File: src/pp_clock_divider_consts.svh
// Constant values shared by the push-pull clock divider
`ifndef PP_CLOCK_DIVIDER_CONSTS_SVH
`define PP_CLOCK_DIVIDER_CONSTS_SVH

// Reset level of every divider stage and every output
`define DIV_RST_VAL   1'b0
`define OUT_RST_VAL   1'b0

// Select pin levels
`define SEL_LOW       1'b0
`define SEL_HIGH      1'b1

// Oscillator period in clk cycles (clk carries both oscillator edges)
`define OSC_PERIOD_CLKS 2

`endif

File: src/pp_clock_divider_pkg.sv
// Types for the push-pull clock divider
package pp_clock_divider_pkg;

  typedef enum logic [1:0] {
    MODE_OFF,
    MODE_X1,
    MODE_X2,
    MODE_X4
  } ratio_mode_e;

  typedef struct packed {
    logic ratio_select_hi;
    logic ratio_select_lo;
  } ratio_select_s;

  typedef struct packed {
    logic sync_clk;
    logic gate_drive_a;
    logic gate_drive_b;
  } drive_out_s;

endpackage : pp_clock_divider_pkg

File: src/push_pull_clock_divider.sv
// Divider and ratio select logic for the push-pull gate drive outputs
`include "pp_clock_divider_consts.svh"

// What this block does
// - Drives toggle at half or quarter oscillator, 50%
// - Ratio four divides oscillator by four
// - Ratio one or two divides by two
// - Selects choose clock output frequency
// - Both selects low disables all outputs
// - Drive outputs are complementary while enabled, both low when off
module push_pull_clock_divider (
  // Clock and reset
  input  wire logic                                clk,
  input  wire logic                                rst_n,
  // Ratio selects
  input  wire pp_clock_divider_pkg::ratio_select_s sel,
  // Drive and synchronizing clock outputs
  output      pp_clock_divider_pkg::drive_out_s    drv
);
  import pp_clock_divider_pkg::*;

  // Select pattern to ratio mode; both low parks everything
  function automatic ratio_mode_e decode_mode(input ratio_select_s s);
    ratio_mode_e m;
    m = MODE_OFF;
    case ({s.ratio_select_hi, s.ratio_select_lo})
      {`SEL_LOW, `SEL_HIGH}: begin
        m = MODE_X1;
      end
      {`SEL_HIGH, `SEL_LOW}: begin
        m = MODE_X2;
      end
      {`SEL_HIGH, `SEL_HIGH}: begin
        m = MODE_X4;
      end
      default: begin
        m = MODE_OFF;
      end
    endcase
    return m;
  endfunction : decode_mode

  // Any mode but the parked one lets the dividers run
  function automatic logic is_enabled(input ratio_mode_e md);
    logic en;
    en = 1'h0;
    if (md != MODE_OFF) begin
      en = 1'h1;
    end
    return en;
  endfunction : is_enabled

  // Next value of a toggle stage: flips when its carry-in is set
  function automatic logic toggle_step(input logic run, input logic cur, input logic carry);
    logic nxt;
    nxt = `DIV_RST_VAL;
    if (run) begin
      if (carry) begin
        nxt = ~cur;
      end else begin
        nxt = cur;
      end
    end
    return nxt;
  endfunction : toggle_step

  // Clock output source for each mode: half rate for ratio one,
  // oscillator rate for ratios two and four
  function automatic logic pick_sync(input ratio_mode_e md, input logic osc, input logic half);
    logic v;
    v = `OUT_RST_VAL;
    case (md)
      MODE_X1: begin
        v = half;
      end
      MODE_X2: begin
        v = osc;
      end
      MODE_X4: begin
        v = osc;
      end
      default: begin
        v = `OUT_RST_VAL;
      end
    endcase
    return v;
  endfunction : pick_sync

  // Drive source for each mode: half rate for ratios one and two,
  // quarter rate for ratio four
  function automatic logic pick_drive(input ratio_mode_e md, input logic half, input logic qtr);
    logic v;
    v = `OUT_RST_VAL;
    case (md)
      MODE_X1: begin
        v = half;
      end
      MODE_X2: begin
        v = half;
      end
      MODE_X4: begin
        v = qtr;
      end
      default: begin
        v = `OUT_RST_VAL;
      end
    endcase
    return v;
  endfunction : pick_drive

  // Decoded mode
  ratio_mode_e mode;
  logic        enabled;
  // Divider chain
  logic        osc_reg;
  logic        osc_next;
  logic        half_reg;
  logic        half_next;
  logic        quarter_reg;
  logic        quarter_next;
  // Output registers
  logic        sync_reg;
  logic        sync_next;
  logic        drive_a_reg;
  logic        drive_a_next;
  logic        drive_b_reg;
  logic        drive_b_next;

  assign mode    = decode_mode(sel);
  assign enabled = is_enabled(mode);

  // Oscillator-rate stage runs freely while enabled
  always_comb begin
    osc_next = toggle_step(enabled, osc_reg, 1'h1);
  end

  // Async reset parks every stage low
  always_ff @(posedge clk or negedge rst_n) begin
    if (!rst_n) begin
      osc_reg <= `DIV_RST_VAL;
    end else begin
      osc_reg <= osc_next;
    end
  end

  // Half-rate stage flips when the oscillator stage is high
  always_comb begin
    half_next = toggle_step(enabled, half_reg, osc_reg);
  end

  always_ff @(posedge clk or negedge rst_n) begin
    if (!rst_n) begin
      half_reg <= `DIV_RST_VAL;
    end else begin
      half_reg <= half_next;
    end
  end

  // Quarter-rate stage flips when both faster stages are high
  always_comb begin
    quarter_next = toggle_step(enabled, quarter_reg, osc_reg & half_reg);
  end

  always_ff @(posedge clk or negedge rst_n) begin
    if (!rst_n) begin
      quarter_reg <= `DIV_RST_VAL;
    end else begin
      quarter_reg <= quarter_next;
    end
  end

  // Outputs are picked from the next divider values so in ratios two and four every drive
  // edge lands on the same clock edge as a falling clock output edge
  always_comb begin
    sync_next = pick_sync(mode, osc_next, half_next);
  end

  always_ff @(posedge clk or negedge rst_n) begin
    if (!rst_n) begin
      sync_reg <= `OUT_RST_VAL;
    end else begin
      sync_reg <= sync_next;
    end
  end

  // Drive A is a toggle stage output, so it is high for half
  // of every period
  always_comb begin
    drive_a_next = pick_drive(mode, half_next, quarter_next);
  end

  always_ff @(posedge clk or negedge rst_n) begin
    if (!rst_n) begin
      drive_a_reg <= `OUT_RST_VAL;
    end else begin
      drive_a_reg <= drive_a_next;
    end
  end

  // Complement of drive A while running; both low while parked so
  // neither switch is left on
  always_comb begin
    if (enabled) begin
      drive_b_next = ~drive_a_next;
    end else begin
      drive_b_next = `OUT_RST_VAL;
    end
  end

  always_ff @(posedge clk or negedge rst_n) begin
    if (!rst_n) begin
      drive_b_reg <= `OUT_RST_VAL;
    end else begin
      drive_b_reg <= drive_b_next;
    end
  end

  // Output bundle straight from the registers
  assign drv = '{sync_clk:     sync_reg,
                 gate_drive_a: drive_a_reg,
                 gate_drive_b: drive_b_reg};

endmodule : push_pull_clock_divider

File: config.mk
export PLATFORM = sky130hd
export DESIGN_NAME = push_pull_clock_divider
export DESIGN_NICKNAME = d
export VERILOG_FILES = /design/src/pp_clock_divider_pkg.sv /design/src/push_pull_clock_divider.sv
export VERILOG_INCLUDE_DIRS = /design/src
export SDC_FILE = /design/constraint.sdc
export NUM_CORES = 1
export LEC_CHECK = 0
export ABC_AREA = 1
export BUFFER_PORTS_ARGS = -buffer_cell sky130_fd_sc_hd__buf_2
export CAP_MARGIN = 20
export CORE_AREA = 2 2 39 41
export DETAILED_ROUTE_END_ITERATION = 8
export DIE_AREA = 0 0 41 43
export SYNTH_ARGS = -nofsm -noshare
export SYNTH_HDL_FRONTEND = slang
export SYNTH_SLANG_ARGS = --single-unit
File: constraint.sdc
create_clock -name clk -period 1.5 [get_ports clk]
set_clock_uncertainty 0.05 [all_clocks]
set_input_delay 0.45 -clock clk [delete_from_list [all_inputs] [get_ports clk]]
set_output_delay 0.45 -clock clk [all_outputs]
set_load 0.02 [all_outputs]
Yosys cells after proc, flatten, opt, wreduce, memory -nomap -nowiden
Cells that the tools add are included.
{"block": "totals", "reg_bits": 6, "latchBits": 0, "ram_bits": 0, "mem_bits_ro": 0, "output_inout_bits": 3, "mem_count": 0}
{"block": "classes", "n_addsub": 0, "n_mul": 0, "div": 0, "n_lt_le_gt_ge": 0, "n_eq_ne": 6, "shift": 0, "n_mux": 10, "bitwise": 5, "n_reduce_logical": 3}
{"operator": "2-bit equality test, second input constant", "n": 4}
{"operator": "1-bit two-way mux", "n": 7}
{"operator": "2-bit one-hot mux with 3 select lines", "n": 1}
{"operator": "2-bit by 1-bit equality test with 1-bit output, second input constant", "n": 2}
{"operator": "1-bit NOT", "n": 4}
{"operator": "1-bit one-hot mux with 2 select lines", "n": 2}
{"operator": "2-bit OR reduction", "n": 2}
{"operator": "2-bit nonzero test", "n": 1}
{"operator": "1-bit bitwise AND", "n": 1}

Longest topological paths before layout
Gate-level depths: netlist (run 1).
{"block": "logic_depth", "word_depth": 8, "ltp_mapped": 6, "depth_no_buf": 6}

Worst setup path before layout (run 1)
Ideal clock, no wire load.
{"block": "synth_path", "path_type": "input to register", "startpoint": "input sel[0] (netlist bit)", "endpoint": "register drive_b_reg", "setup_time_ns": 0.126, "arrival_ns": 1.053, "t_required_ns": 1.324, "slack_ns": 0.271, "path_stages": 6, "path_buffers": 0, "path_cell_list": "inv_1 ha_1 nor2_2 nand2_2 nand2_1 a21oi_1"}
{"block": "synth_between", "elab_chain_cells": 8, "word_cells_on_any_way": 15, "classes_between": "eq/ne: 6; mux: 6; bitwise: 1; reduce/logical: 2"}
{"item": "start, declared", "line_no": "push_pull_clock_divider.sv:16", "text": "input wire pp_clock_divider_pkg::ratio_select_s sel,"}
{"item": "2-bit equality test / 2-bit by 1-bit equality test with 1-bit output (equally long branches)", "line_no": "push_pull_clock_divider.sv:26", "text": "case ({s.ratio_select_hi, s.ratio_select_lo})"}
{"item": "2-bit one-hot mux with 3 select lines *", "line_no": "push_pull_clock_divider.sv:26"}
{"item": "2-bit nonzero test *", "line_no": "push_pull_clock_divider.sv:47", "text": "if (md != MODE_OFF) begin"}
{"item": "1-bit two-way mux *", "line_no": "push_pull_clock_divider.sv:47"}
{"item": "1-bit two-way mux *", "line_no": "push_pull_clock_divider.sv:57", "text": "if (run) begin"}
{"item": "named net half_next", "line_no": "push_pull_clock_divider.sv:118", "text": "logic half_next;"}
{"item": "1-bit one-hot mux with 2 select lines *", "line_no": "push_pull_clock_divider.sv:94", "text": "case (md)"}
{"item": "1-bit NOT *", "line_no": "push_pull_clock_divider.sv:204", "text": "drive_b_next = ~drive_a_next;"}
{"item": "1-bit two-way mux *", "line_no": "push_pull_clock_divider.sv:203", "text": "if (enabled) begin"}
{"item": "named net drive_b_next", "line_no": "push_pull_clock_divider.sv:127", "text": "logic drive_b_next;"}
{"item": "end signal, assigned", "line_no": "push_pull_clock_divider.sv:212", "text": "drive_b_reg <= `OUT_RST_VAL;"}
{"item": "end signal, assigned", "line_no": "push_pull_clock_divider.sv:214", "text": "drive_b_reg <= drive_b_next;"}
{"item": "end, declared", "line_no": "push_pull_clock_divider.sv:126", "text": "logic drive_b_reg;"}
Mark *: on every way through the listed nets, which the timed path passes. The rest lies on a longest branch.

Worst setup path after layout (run 1)
{"block": "layout_path", "startpoint": "register sync_reg", "endpoint": "output drv[2] (netlist bit)"}
{"item": "start, declared", "line_no": "push_pull_clock_divider.sv:122", "text": "logic sync_reg;"}
{"item": "start signal, assigned", "line_no": "push_pull_clock_divider.sv:180", "text": "sync_reg <= `OUT_RST_VAL;"}
{"item": "start signal, assigned", "line_no": "push_pull_clock_divider.sv:182", "text": "sync_reg <= sync_next;"}
{"item": "end, declared", "line_no": "push_pull_clock_divider.sv:18", "text": "output pp_clock_divider_pkg::drive_out_s drv"}
No word-level cell between the ends.

==> qor.txt, run 1 <==
CRITICAL PATH
------------------------------------------------------------------------------------
Cells traversed along the worst timing path ...........................        buf_2
CP endpoint kind ......................................................   output pin
Worst R2R Path Depth ..................................................            5
Crit path max-delay family ............................................   flip-flops
Required @ worst endpoint .............................................      1.00 ns
WP data arrival .......................................................      0.75 ns
Setup CP Type .........................................................   reg -> out
Count of buffering cells on the critical path with inverters included .            1
Reg-to-Reg End ........................................................     sync_reg
Crit-path max FO ......................................................            1
CP peak stage delay ...................................................      0.36 ns
Worst setup slack for register-to-register paths ......................      0.31 ns
Startpoint of the worst-slack reg-to-reg timing path ..................      osc_reg
Standard cell with the maximum stage delay on the critical path ....... sky130_fd_sc_hd__dfrtp_1
Kind of launch point of the worst setup path ..........................     register

STA
------------------------------------------------------------------------------------
Maximum frequency from static timing analysis .........................      799 MHz
Slew HR ...............................................................        86.8%
Slew Viols, Final .....................................................            0
Tmin final ............................................................      1.25 ns
Setup repair after global routing missed its margin ...................           no
Final total negative setup slack ......................................         0 ns
Count of endpoints failing hold in the final timing report ............            0
Transition time of the tightest slew-check pin ........................     0.198 ns
Final setup viols .....................................................            0
Post-route clock period utilization ...................................        83.5%

DETAILED ROUTING
------------------------------------------------------------------------------------
Sum of routed wire length over all layers .............................       485 µm
Total vias in the final route .........................................          229
Vias per cell .........................................................         3.88
Post-route DRC violation count ........................................            0
Detailed-route wire length per cell ...................................      8.22 µm
Number of nets still failing antenna checks after routing .............            0
Detailed-routing iteration count for the pre-antenna-repair pass ......            4
1st-iter DRT viols ....................................................            3

CLOCK NETWORK
------------------------------------------------------------------------------------
CTS tree ..............................................................        built
TritonCTS sink count ..................................................            6
Clock tree buffer depth ...............................................            2
Post-CTS setup buffers ................................................            0
CTS clock-pin slew for the worst setup and hold paths .................      0.04 ns
Clock buffers created by TritonCTS ....................................            3
CTS Root Cell ......................................................... sky130_fd_sc_hd__clkbuf_4
Number of H-tree branching levels .....................................            1
Clock latency on the worst-skew pair ..................................      0.24 ns

GRT
------------------------------------------------------------------------------------
Met3 usage ............................................................        3.14%
Layer with the highest usage after global routing .....................         met4
First-pass GRT wire length ............................................       800 µm
Number of global-route vias before repair .............................          216
Met2 track demand over resource .......................................        9.69%
Total Routing Usage GR ................................................        7.78%
Total global routing overflow .........................................            0
Met1 usage ............................................................        7.21%
Number of antenna violations at the first check in global routing .....            0
Pin count of the biggest net entering global routing ..................            7

LOGIC SYNTHESIS
------------------------------------------------------------------------------------
Area of the mapped netlist ............................................      339 µm²
Count of cell types in the netlist ....................................           11
Largest cells by area after synthesis ................................. sky130_fd_sc_hd__dfrtp_1 44%, sky130_fd_sc_hd__ha_1 22%, sky130_fd_sc_hd__inv_1 7.7%
Syn Inst Count ........................................................           36
Leading area contributor after synthesis .............................. sky130_fd_sc_hd__dfrtp_1
Synth warn ............................................................            0
Proportion of synthesized chip area in sequential cells ...............        44.3%
Syn avg cell area .....................................................     9.42 µm²
Share of Yosys cell area claimed by the top area cell type ............        44.3%
Syn_nets ..............................................................           46
Register bit count reported by yosys ..................................            6

WORST HOLD PATH
------------------------------------------------------------------------------------
Hold_sp ...............................................................      osc_reg
Hold-critical path depth ..............................................            1
Terminating pin of the worst hold path ................................      osc_reg
Worst min path class ..................................................   reg -> reg

POWER
------------------------------------------------------------------------------------
Power density cells ...................................................  1290 nW/µm²
Leak Pwr ..............................................................     0.222 nW
Maximum VDD drop ......................................................     0.233 mV

DIE
------------------------------------------------------------------------------------
Placeable core region .................................................     1380 µm²
Io pins ...............................................................            7
# rows ................................................................           14
Full die area .........................................................     1760 µm²
Die width .............................................................        41 µm
Starting density of the core ..........................................        24.5%
Overall die height ....................................................        43 µm

CELLS AND AREA
------------------------------------------------------------------------------------
Count of nets after finishing .........................................           55
Final cell count without fillers ......................................           59
Ratio of cells with drive above 1 in the final layout .................        25.6%
ANT cells .............................................................            0
Area growth from synthesis to layout ..................................        17.7%

PLACED DESIGN
------------------------------------------------------------------------------------
Number of instances in the placed design ..............................           55
Placer Congestion .....................................................        0.760
Quantity of I/O buffers inserted on ports .............................            6

JOB
------------------------------------------------------------------------------------
Max-cap check violation count .........................................            0

STATUS
------------------------------------------------------------------------------------
Result of the run ..................................................... finished, final reports clean

layout by cell type, fill, tap and decap left out:
cell                            Yosys  routed
sky130_fd_sc_hd__a21oi_1            3       3
sky130_fd_sc_hd__buf_2              0       6
sky130_fd_sc_hd__clkbuf_4           0       3
sky130_fd_sc_hd__dfrtp_1            6       6
sky130_fd_sc_hd__dlygate4sd3_1      0       1
sky130_fd_sc_hd__ha_1               6       6
sky130_fd_sc_hd__inv_1              7       7
sky130_fd_sc_hd__nand2_1            5       5
sky130_fd_sc_hd__nand2_2            1       1
sky130_fd_sc_hd__nand4_1            1       1
sky130_fd_sc_hd__nor2_1             2       2
sky130_fd_sc_hd__nor2_2             1       1
sky130_fd_sc_hd__o21ai_0            1       1
cell usage after synthesis, drive strengths merged:
cell   instances
a21oi          3
nand4          1
nor2           3
o21ai          1
buf            3
inv            7
ha             6
nand2          6
dfrtp          6
cell families after synthesis:
group	share of synthesized area, %
compound gates	5.90
fa+ha+maj	22.1
buf+inv	14.4
flops	44.3
simple gates	13.3
layout make-up:
type	instances	area, µm²
multi-input cells	20	140
clock buffers	3	22.5
inverters	7	26.3
repair buffers	7	40.0
well taps	16	20.0
fillers	150	985
flip-flops and latches	6	150
metal layers:
layer | routed length (µm) | up-vias
met3 | 42 | 2
met2 | 231 | 9
met1 | 201 | 97
met4 | 10 | 0
met5 | 0 | -
li1 | - | 121
worst max path at each step:
stage,slack (ns),startpoint,to,depth (start not counted)
after global routing,0.22,sync_reg,drv[2],1
after detailed placement,0.05,sel[0],sync_reg,6
after global placement,0.08,sel[0],drive_b_reg,7
after CTS,0.23,sync_reg,drv[2],1
after floorplan,0.27,sel[0],drive_b_reg,6
final,0.25,sync_reg,drv[2],1
worst reg2reg max path: stages (launching register included):
cell and delay, ns:
sky130_fd_sc_hd__dfrtp_1 0.38, sky130_fd_sc_hd__ha_1 0.27, sky130_fd_sc_hd__inv_1 0.04, sky130_fd_sc_hd__nor2_2 0.14, sky130_fd_sc_hd__nand2_1 0.07, sky130_fd_sc_hd__a21oi_1 0.16
power by group:
part           total, mW  internal [mW]  switching (mW)  leakage, nW
Clock              0.143         0.0901          0.0529       0.0138
Combinational      0.154         0.0557          0.0987        0.134
Sequential         0.219          0.206          0.0134       0.0745
per-stage QoR:
step | utilization [%] | hold WS, ns | power, mW | worst slack, ns | instance area [µm²]
2_1_floorplan | - | 0.104 | 0.357 | 0.271 | 339
3_3_place_gp | 26.5 | 0.230 | 0.372 | 0.0784 | 367
3_5_place_dp | 26.5 | 0.229 | 0.375 | 0.0476 | 367
4_1_cts | 28.8 | 0.400 | 0.530 | 0.226 | 399
5_1_grt | 28.8 | 0.436 | 0.566 | 0.218 | 399
6_report | 28.8 | 0.400 | 0.517 | 0.248 | 399
what timing repair did:
item                                   CTS  global route
hold buffers                             1             0
resized for setup                        0             0
endpoints found under the hold margin    6             0
(Power assumes the default switching activity.)
==> inputs of run 2 (changes only) <==
clock period = 1.15 ns   (was 1.5 ns; I/O delays follow)
==> run 2 against run 1 <==
The run now ends with setup timing left. Utilization up 5.0 points. Critical path depth up 5. Worst hold slack better by 0.0044 ns. Global-route usage down 0.63 points. Via count up 7.0%. Final cell count up 8.5%. Power up 45%. Routed wire length up 3.1%. Register-to-register slack worse by 0.31 ns. Critical endpoint is now drive_b_reg. Largest cell class is now multi-input combinational cells.
==> qor.txt, run 2 (synthesis gave the netlist of run 1 again) <==
DETAILED ROUTING
------------------------------------------------------------------------------------
Vias per cell .........................................................         3.83   -1.4%
Number of nets still failing antenna checks after routing .............            0   unchanged
Post-route DRC violation count ........................................            0   unchanged
Total vias in the final route .........................................          245   +7.0%
1st-iter DRT viols ....................................................            4   +1
Detailed-routing iteration count for the pre-antenna-repair pass ......            4   unchanged
Sum of routed wire length over all layers .............................       500 µm   +3.1%
Detailed-route wire length per cell ...................................      7.81 µm   -5.0%

GRT
------------------------------------------------------------------------------------
Pin count of the biggest net entering global routing ..................            7   unchanged
Number of global-route vias before repair .............................          212   -1.9%
Layer with the highest usage after global routing .....................         met4
Met2 track demand over resource .......................................        8.44%   -1.2 points
First-pass GRT wire length ............................................       765 µm   -4.4%
Number of antenna violations at the first check in global routing .....            0   unchanged
Met3 usage ............................................................        1.57%   -1.6 points
Total global routing overflow .........................................            0   unchanged
Total Routing Usage GR ................................................        7.14%   -0.63 points
Met1 usage ............................................................        7.44%   +0.23 points

CRITICAL PATH
------------------------------------------------------------------------------------
WP data arrival .......................................................      1.22 ns   +0.47 ns
CP peak stage delay ...................................................      0.37 ns   about the same
Count of buffering cells on the critical path with inverters included .            1   unchanged
Worst R2R Path Depth ..................................................            6   +1
Startpoint of the worst-slack reg-to-reg timing path ..................      osc_reg
Cells traversed along the worst timing path ........................... ha_1, inv_2, nor2_4, nand2_2, nand2_1, a21oi_2
Source of the critical timing path ....................................      osc_reg
Kind of launch point of the worst setup path ..........................     register
Setup CP Type .........................................................   reg -> reg
Crit path max-delay family ............................................   flip-flops
Number of stages on the worst setup path ..............................            6   +5
CP endpoint kind ......................................................     register
Required @ worst endpoint .............................................      1.22 ns   +0.22 ns
Standard cell with the maximum stage delay on the critical path ....... sky130_fd_sc_hd__dfrtp_1
Crit-path max FO ......................................................            3   +2

STA
------------------------------------------------------------------------------------
Maximum frequency from static timing analysis .........................      866 MHz
Fin worst setup slack .................................................  -0.00463 ns   -0.253 ns
Count of endpoints failing hold in the final timing report ............            0   unchanged
Setup repair after global routing missed its margin ...................          yes
Post-route clock period utilization ...................................         100%
Final total negative setup slack ......................................  -0.00463 ns   -0.00463 ns
Slew HR ...............................................................        84.5%   -2.3 points
Slew Viols, Final .....................................................            0   unchanged
Tmin final ............................................................      1.15 ns
Final setup viols .....................................................            1   +1
Transition time of the tightest slew-check pin ........................     0.230 ns   +0.0324 ns

CLOCK NETWORK
------------------------------------------------------------------------------------
Number of H-tree branching levels .....................................            1   unchanged
TritonCTS sink count ..................................................            6   unchanged
Clock latency on the worst-skew pair ..................................      0.24 ns   about the same
CTS clock-pin slew for the worst setup and hold paths .................      0.04 ns   about the same
Post-CTS setup buffers ................................................            0   unchanged
Clock buffers created by TritonCTS ....................................            3   unchanged
Clock tree buffer depth ...............................................            2   unchanged
CTS tree ..............................................................        built
CTS Root Cell ......................................................... sky130_fd_sc_hd__clkbuf_4

JOB
------------------------------------------------------------------------------------
Max-cap check violation count .........................................            0   unchanged

POWER
------------------------------------------------------------------------------------
Power density cells ...................................................  1600 nW/µm²   +23%
Leak Pwr ..............................................................     0.252 nW   +13%
Maximum VDD drop ......................................................     0.384 mV   +65%

STATUS
------------------------------------------------------------------------------------
Violated checks ....................................................... setup timing
Result of the run ..................................................... complete, but fails checks

CELLS AND AREA
------------------------------------------------------------------------------------
Count of nets after finishing .........................................           60   +9.1%
Final cell count without fillers ......................................           64   +8.5%
Ratio of cells with drive above 1 in the final layout .................        39.6%   +14 points
ANT cells .............................................................            0   unchanged
Fillers ...............................................................          158   +5.3%
Highest-count cells in the layout ignoring fill and taps .............. 6 x sky130_fd_sc_hd__inv_1, 6 x sky130_fd_sc_hd__ha_1, 6 x sky130_fd_sc_hd__dfrtp_1
Area growth from synthesis to layout ..................................        38.0%

DIE
------------------------------------------------------------------------------------
Full die area .........................................................     1760 µm²   unchanged
Overall die height ....................................................        43 µm   unchanged
Starting density of the core ..........................................        24.5%   unchanged
Die width .............................................................        41 µm   unchanged
Io pins ...............................................................            7   unchanged
Placeable core region .................................................     1380 µm²   unchanged
# rows ................................................................           14   unchanged

PLACED DESIGN
------------------------------------------------------------------------------------
Hpwl dp ...............................................................       413 µm
Placer Congestion .....................................................        0.639   -16%
Quantity of I/O buffers inserted on ports .............................            6   unchanged
Number of instances in the placed design ..............................           60   +9.1%

WORST HOLD PATH
------------------------------------------------------------------------------------
Worst min path class ..................................................  in -> async

==> run 2: final cells by class <==
class / instances / area (µm²) / share of cell area (%)
Sequential cell: 6 / 150 / 32.1
Clock buffer: 3 / 22.5 / 4.81
Timing Repair Buffer: 12 / 96.3 / 20.6
Inverter: 7 / 26.3 / 5.61
Tap cell: 16 / 20.0 / 4.28
Multi-Input combinational cell: 20 / 153 / 32.6
==> run 2: per-layer routing <==
| layer | share of wire, % | routed length, µm |
|---|---|---|
| met1 | 42 | 208 |
| met5 | 0 | 0 |
| met2 | 47 | 234 |
| met4 | 2.0 | 10 |
| met3 | 9.2 | 46 |
==> run 2: worst paths after layout <==
check                      slack (ns)           to
max reg2reg                    -0.005  drive_b_reg
min in group clk                 0.48      osc_reg
min                              0.40     half_reg
min reg2reg                      0.48      osc_reg
max in group asynchronous        0.51  drive_a_reg
max                            -0.005  drive_b_reg
==> run 2: what timing repair did <==
item | CTS | global route
hold buffers | 1 | 0
resized for setup | 1 | 9
pin swaps | 1 | 0
setup endpoints to repair | 3 | 6
hold endpoints to repair | 6 | 0
==> run 2: through the flow <==
stage / instance area (µm²) / setup WS [ns] / hold slack, ns / utilization (%) / power (mW)
2_1_floorplan: 339 / 0.0264 / -0.000591 / - / 0.466
6_report: 468 / -0.00463 / 0.405 / 33.8 / 0.748
5_1_grt: 468 / -0.0627 / 0.433 / 33.8 / 0.807
4_1_cts: 440 / -0.0407 / 0.395 / 31.8 / 0.712
3_5_place_dp: 404 / -0.137 / 0.122 / 29.2 / 0.507
3_3_place_gp: 404 / -0.121 / 0.121 / 29.2 / 0.506
==> run 2: power by group <==
group	leakage, nW	switching (mW)	internal, mW
clock network	0.0138	0.0687	0.118
registers	0.0745	0.0232	0.269
logic	0.163	0.146	0.124
total	0.252	0.237	0.510
==> run 2: worst register-to-register path: cells and delay by family (launching register included) <==
| family | cells | cell delay, ns |
|---|---|---|
| fa+ha+maj | 1 | 0.29 |
| buf+inv | 1 | 0.04 |
| compound gates | 1 | 0.05 |
| simple gates | 3 | 0.23 |
| flops | 1 | 0.37 |
==> inputs of run 3 (changes only) <==
BUFFER_PORTS_ARGS = -buffer_cell sky130_fd_sc_hd__clkbuf_2   (was -buffer_cell sky130_fd_sc_hd__buf_2)
CAP_MARGIN = 5   (was 20)
==> run 3 against run 2 <==
The run still ends with setup timing left. Sequential cell count unchanged. Maximum frequency up 0.22%. Final cell count up 1.6%. First-iteration DRC count down 75%. Critical endpoint unchanged. Clock power about the same. Sequential share of layout area down 0.51 points. Register-to-register slack about the same. Combinational power up 8.5%. Utilization up 0.54 points. Non-clock buffer count up 1. Worst hold slack better by 0.0078 ns. Power up 2.6%.
==> qor.txt, run 3 (synthesis gave the netlist of run 1 again) <==
STA
--------------------------------------------------------------------------------
Post-route clock period utilization ...............................         100%   -0.22 points
Setup repair after global routing missed its margin ...............          yes
Final setup viols .................................................            1   unchanged
Transition time of the tightest slew-check pin ....................     0.244 ns   +0.0140 ns
Fin worst setup slack .............................................  -0.00215 ns   +0.00248 ns
Tmin final ........................................................      1.15 ns   -0.00248 ns
Slew HR ...........................................................        83.7%   -0.77 points
Slew Viols, Final .................................................            0   unchanged
Maximum frequency from static timing analysis .....................      868 MHz   +0.22%
Count of endpoints failing hold in the final timing report ........            0   unchanged

DETAILED ROUTING
--------------------------------------------------------------------------------
Sum of routed wire length over all layers .........................       544 µm   +8.8%
1st-iter DRT viols ................................................            1   -3
Detailed-routing iteration count for the pre-antenna-repair pass ..            2   -2
Vias per cell .....................................................         3.86   +0.87%
Number of nets still failing antenna checks after routing .........            0   unchanged
Met2 routed wirelength ............................................       295 µm   +26%
Detailed-route wire length per cell ...............................      8.37 µm   +7.1%
Post-route DRC violation count ....................................            0   unchanged
Wire length on met1 ...............................................       204 µm   -1.9%
Highest metal layer used by the detailed router ...................         met4
Metal3 WL .........................................................        33 µm   -28%
Total vias in the final route .....................................          251   +2.4%

CLOCK NETWORK
--------------------------------------------------------------------------------
Clock latency on the worst-skew pair ..............................      0.24 ns   about the same
CTS clock-pin slew for the worst setup and hold paths .............      0.04 ns   about the same
Clock buffers created by TritonCTS ................................            3   unchanged
Clock tree buffer depth ...........................................            2   unchanged
Number of H-tree branching levels .................................            1   unchanged
CTS tree ..........................................................        built
TritonCTS sink count ..............................................            6   unchanged
CTS Root Cell ..................................................... sky130_fd_sc_hd__clkbuf_4

DIE
--------------------------------------------------------------------------------
Io pins ...........................................................            7   unchanged
Die width .........................................................        41 µm   unchanged
Placeable core region .............................................     1380 µm²   unchanged
# rows ............................................................           14   unchanged
Starting density of the core ......................................        24.5%   unchanged
Full die area .....................................................     1760 µm²   unchanged
Overall die height ................................................        43 µm   unchanged

PLACED DESIGN
--------------------------------------------------------------------------------
Placer Congestion .................................................        0.632   -1.2%
Number of instances in the placed design ..........................           60   unchanged
DP Worst Slack ....................................................    -0.163 ns   -0.0259 ns
Quantity of I/O buffers inserted on ports .........................            6   unchanged

JOB
--------------------------------------------------------------------------------
Max-cap check violation count .....................................            0   unchanged

STATUS
--------------------------------------------------------------------------------
Result of the run ................................................. complete, but fails checks
Violated checks ................................................... setup timing

CRITICAL PATH
--------------------------------------------------------------------------------
Source of the critical timing path ................................      osc_reg
Worst setup slack for register-to-register paths ..................    -0.002 ns   about the same
Kind of launch point of the worst setup path ......................     register
Crit-path max FO ..................................................            3   unchanged
Required @ worst endpoint .........................................      1.22 ns   about the same
Worst R2R Path Depth ..............................................            6   unchanged
Setup CP Type .....................................................   reg -> reg
WP data arrival ...................................................      1.22 ns   about the same
CP endpoint kind ..................................................     register
Startpoint of the worst-slack reg-to-reg timing path ..............      osc_reg

POWER
--------------------------------------------------------------------------------
Maximum VDD drop ..................................................     0.303 mV   -21%
Power density cells ...............................................  1610 nW/µm²   +1.0%
Leak Pwr ..........................................................     0.257 nW   +2.1%

GRT
--------------------------------------------------------------------------------
First-pass GRT wire length ........................................       924 µm   +21%
Total global routing overflow .....................................            0   unchanged
Number of antenna violations at the first check in global routing .            0   unchanged
Pin count of the biggest net entering global routing ..............            7   unchanged
Total Routing Usage GR ............................................        8.53%   +1.4 points
Number of global-route vias before repair .........................          241   +14%

WORST HOLD PATH
--------------------------------------------------------------------------------
Worst min path class ..............................................  in -> async

CELLS AND AREA
--------------------------------------------------------------------------------
ANT cells .........................................................            0   unchanged
Count of nets after finishing .....................................           61   +1.7%
Final cell count without fillers ..................................           65   +1.6%
Ratio of cells with drive above 1 in the final layout .............        40.8%   +1.2 points
Area growth from synthesis to layout ..............................        40.2%
Highest-count cells in the layout ignoring fill and taps .......... 6 x sky130_fd_sc_hd__inv_1, 6 x sky130_fd_sc_hd__ha_1, 6 x sky130_fd_sc_hd__dfrtp_1, 6 x sky130_fd_sc_hd__buf_4, 5 x sky130_fd_sc_hd__nand2_1

[run 3: cell types whose count changed in the layout (fill, tap and decap cells not counted), sizes merged]
| cell | delta |
|---|---|
| clkbuf | +3 |
| buf | -2 |
[run 3: area by class of cell]
cell class                 instances  area [µm²]
tap                               16        20.0
inverter                           7        26.3
sequential                         6         150
fill                             151         908
timing repair buffer              13         104
clock buffer                       3        22.5
multi-input combinational         20         153
[run 3: what timing repair did]
action,4_1_cts,5_1_grt
hold buffers,1,0
setup endpoints to repair,4,6
hold endpoints to repair,6,0
gates resized for setup,2,11
setup buffers,1,0
pin swaps,1,1
[run 3: final timing paths]
check | end
max | drive_b_reg
min | half_reg
max reg2reg | drive_b_reg
min reg2reg | osc_reg
max in group asynchronous | drive_a_reg
min in group clk | osc_reg
[run 3: power breakdown]
| part | total, mW | leakage [nW] | switching, mW | internal, mW |
|---|---|---|---|---|
| Clock | 0.183 | 0.0138 | 0.0655 | 0.117 |
| Combinational | 0.293 | 0.169 | 0.151 | 0.142 |
| Sequential | 0.292 | 0.0745 | 0.0228 | 0.269 |
| Total | 0.768 | 0.257 | 0.239 | 0.528 |
[run 3: worst max-delay path, cell delays in order (launching register included)]
cell	delay, ns
sky130_fd_sc_hd__dfrtp_1	0.37
sky130_fd_sc_hd__ha_1	0.29
sky130_fd_sc_hd__inv_2	0.04
sky130_fd_sc_hd__nor2_4	0.10
sky130_fd_sc_hd__nand2_2	0.07
sky130_fd_sc_hd__nand2_1	0.06
sky130_fd_sc_hd__a21oi_1	0.06
[run 3: metal layers]
layer | vias up | track usage (%)
met4 | 0 | 12.0
met1 | 108 | 7.37
met3 | 2 | 1.57
met5 | - | 0
li1 | 134 | -
met2 | 7 | 12.8
[run 3: stage by stage]
stage	hold WS, ns	setup TNS [ns]	power (mW)	utilization (%)	area (µm²)
2_1_floorplan	-0.000591	0	0.466	-	339
3_3_place_gp	0.126	-0.348	0.503	29.2	404
3_5_place_dp	0.127	-0.458	0.510	29.2	404
4_1_cts	0.403	-0.0661	0.738	32.6	452
5_1_grt	0.437	-0.183	0.835	34.4	475
6_report	0.412	-0.00215	0.768	34.4	475
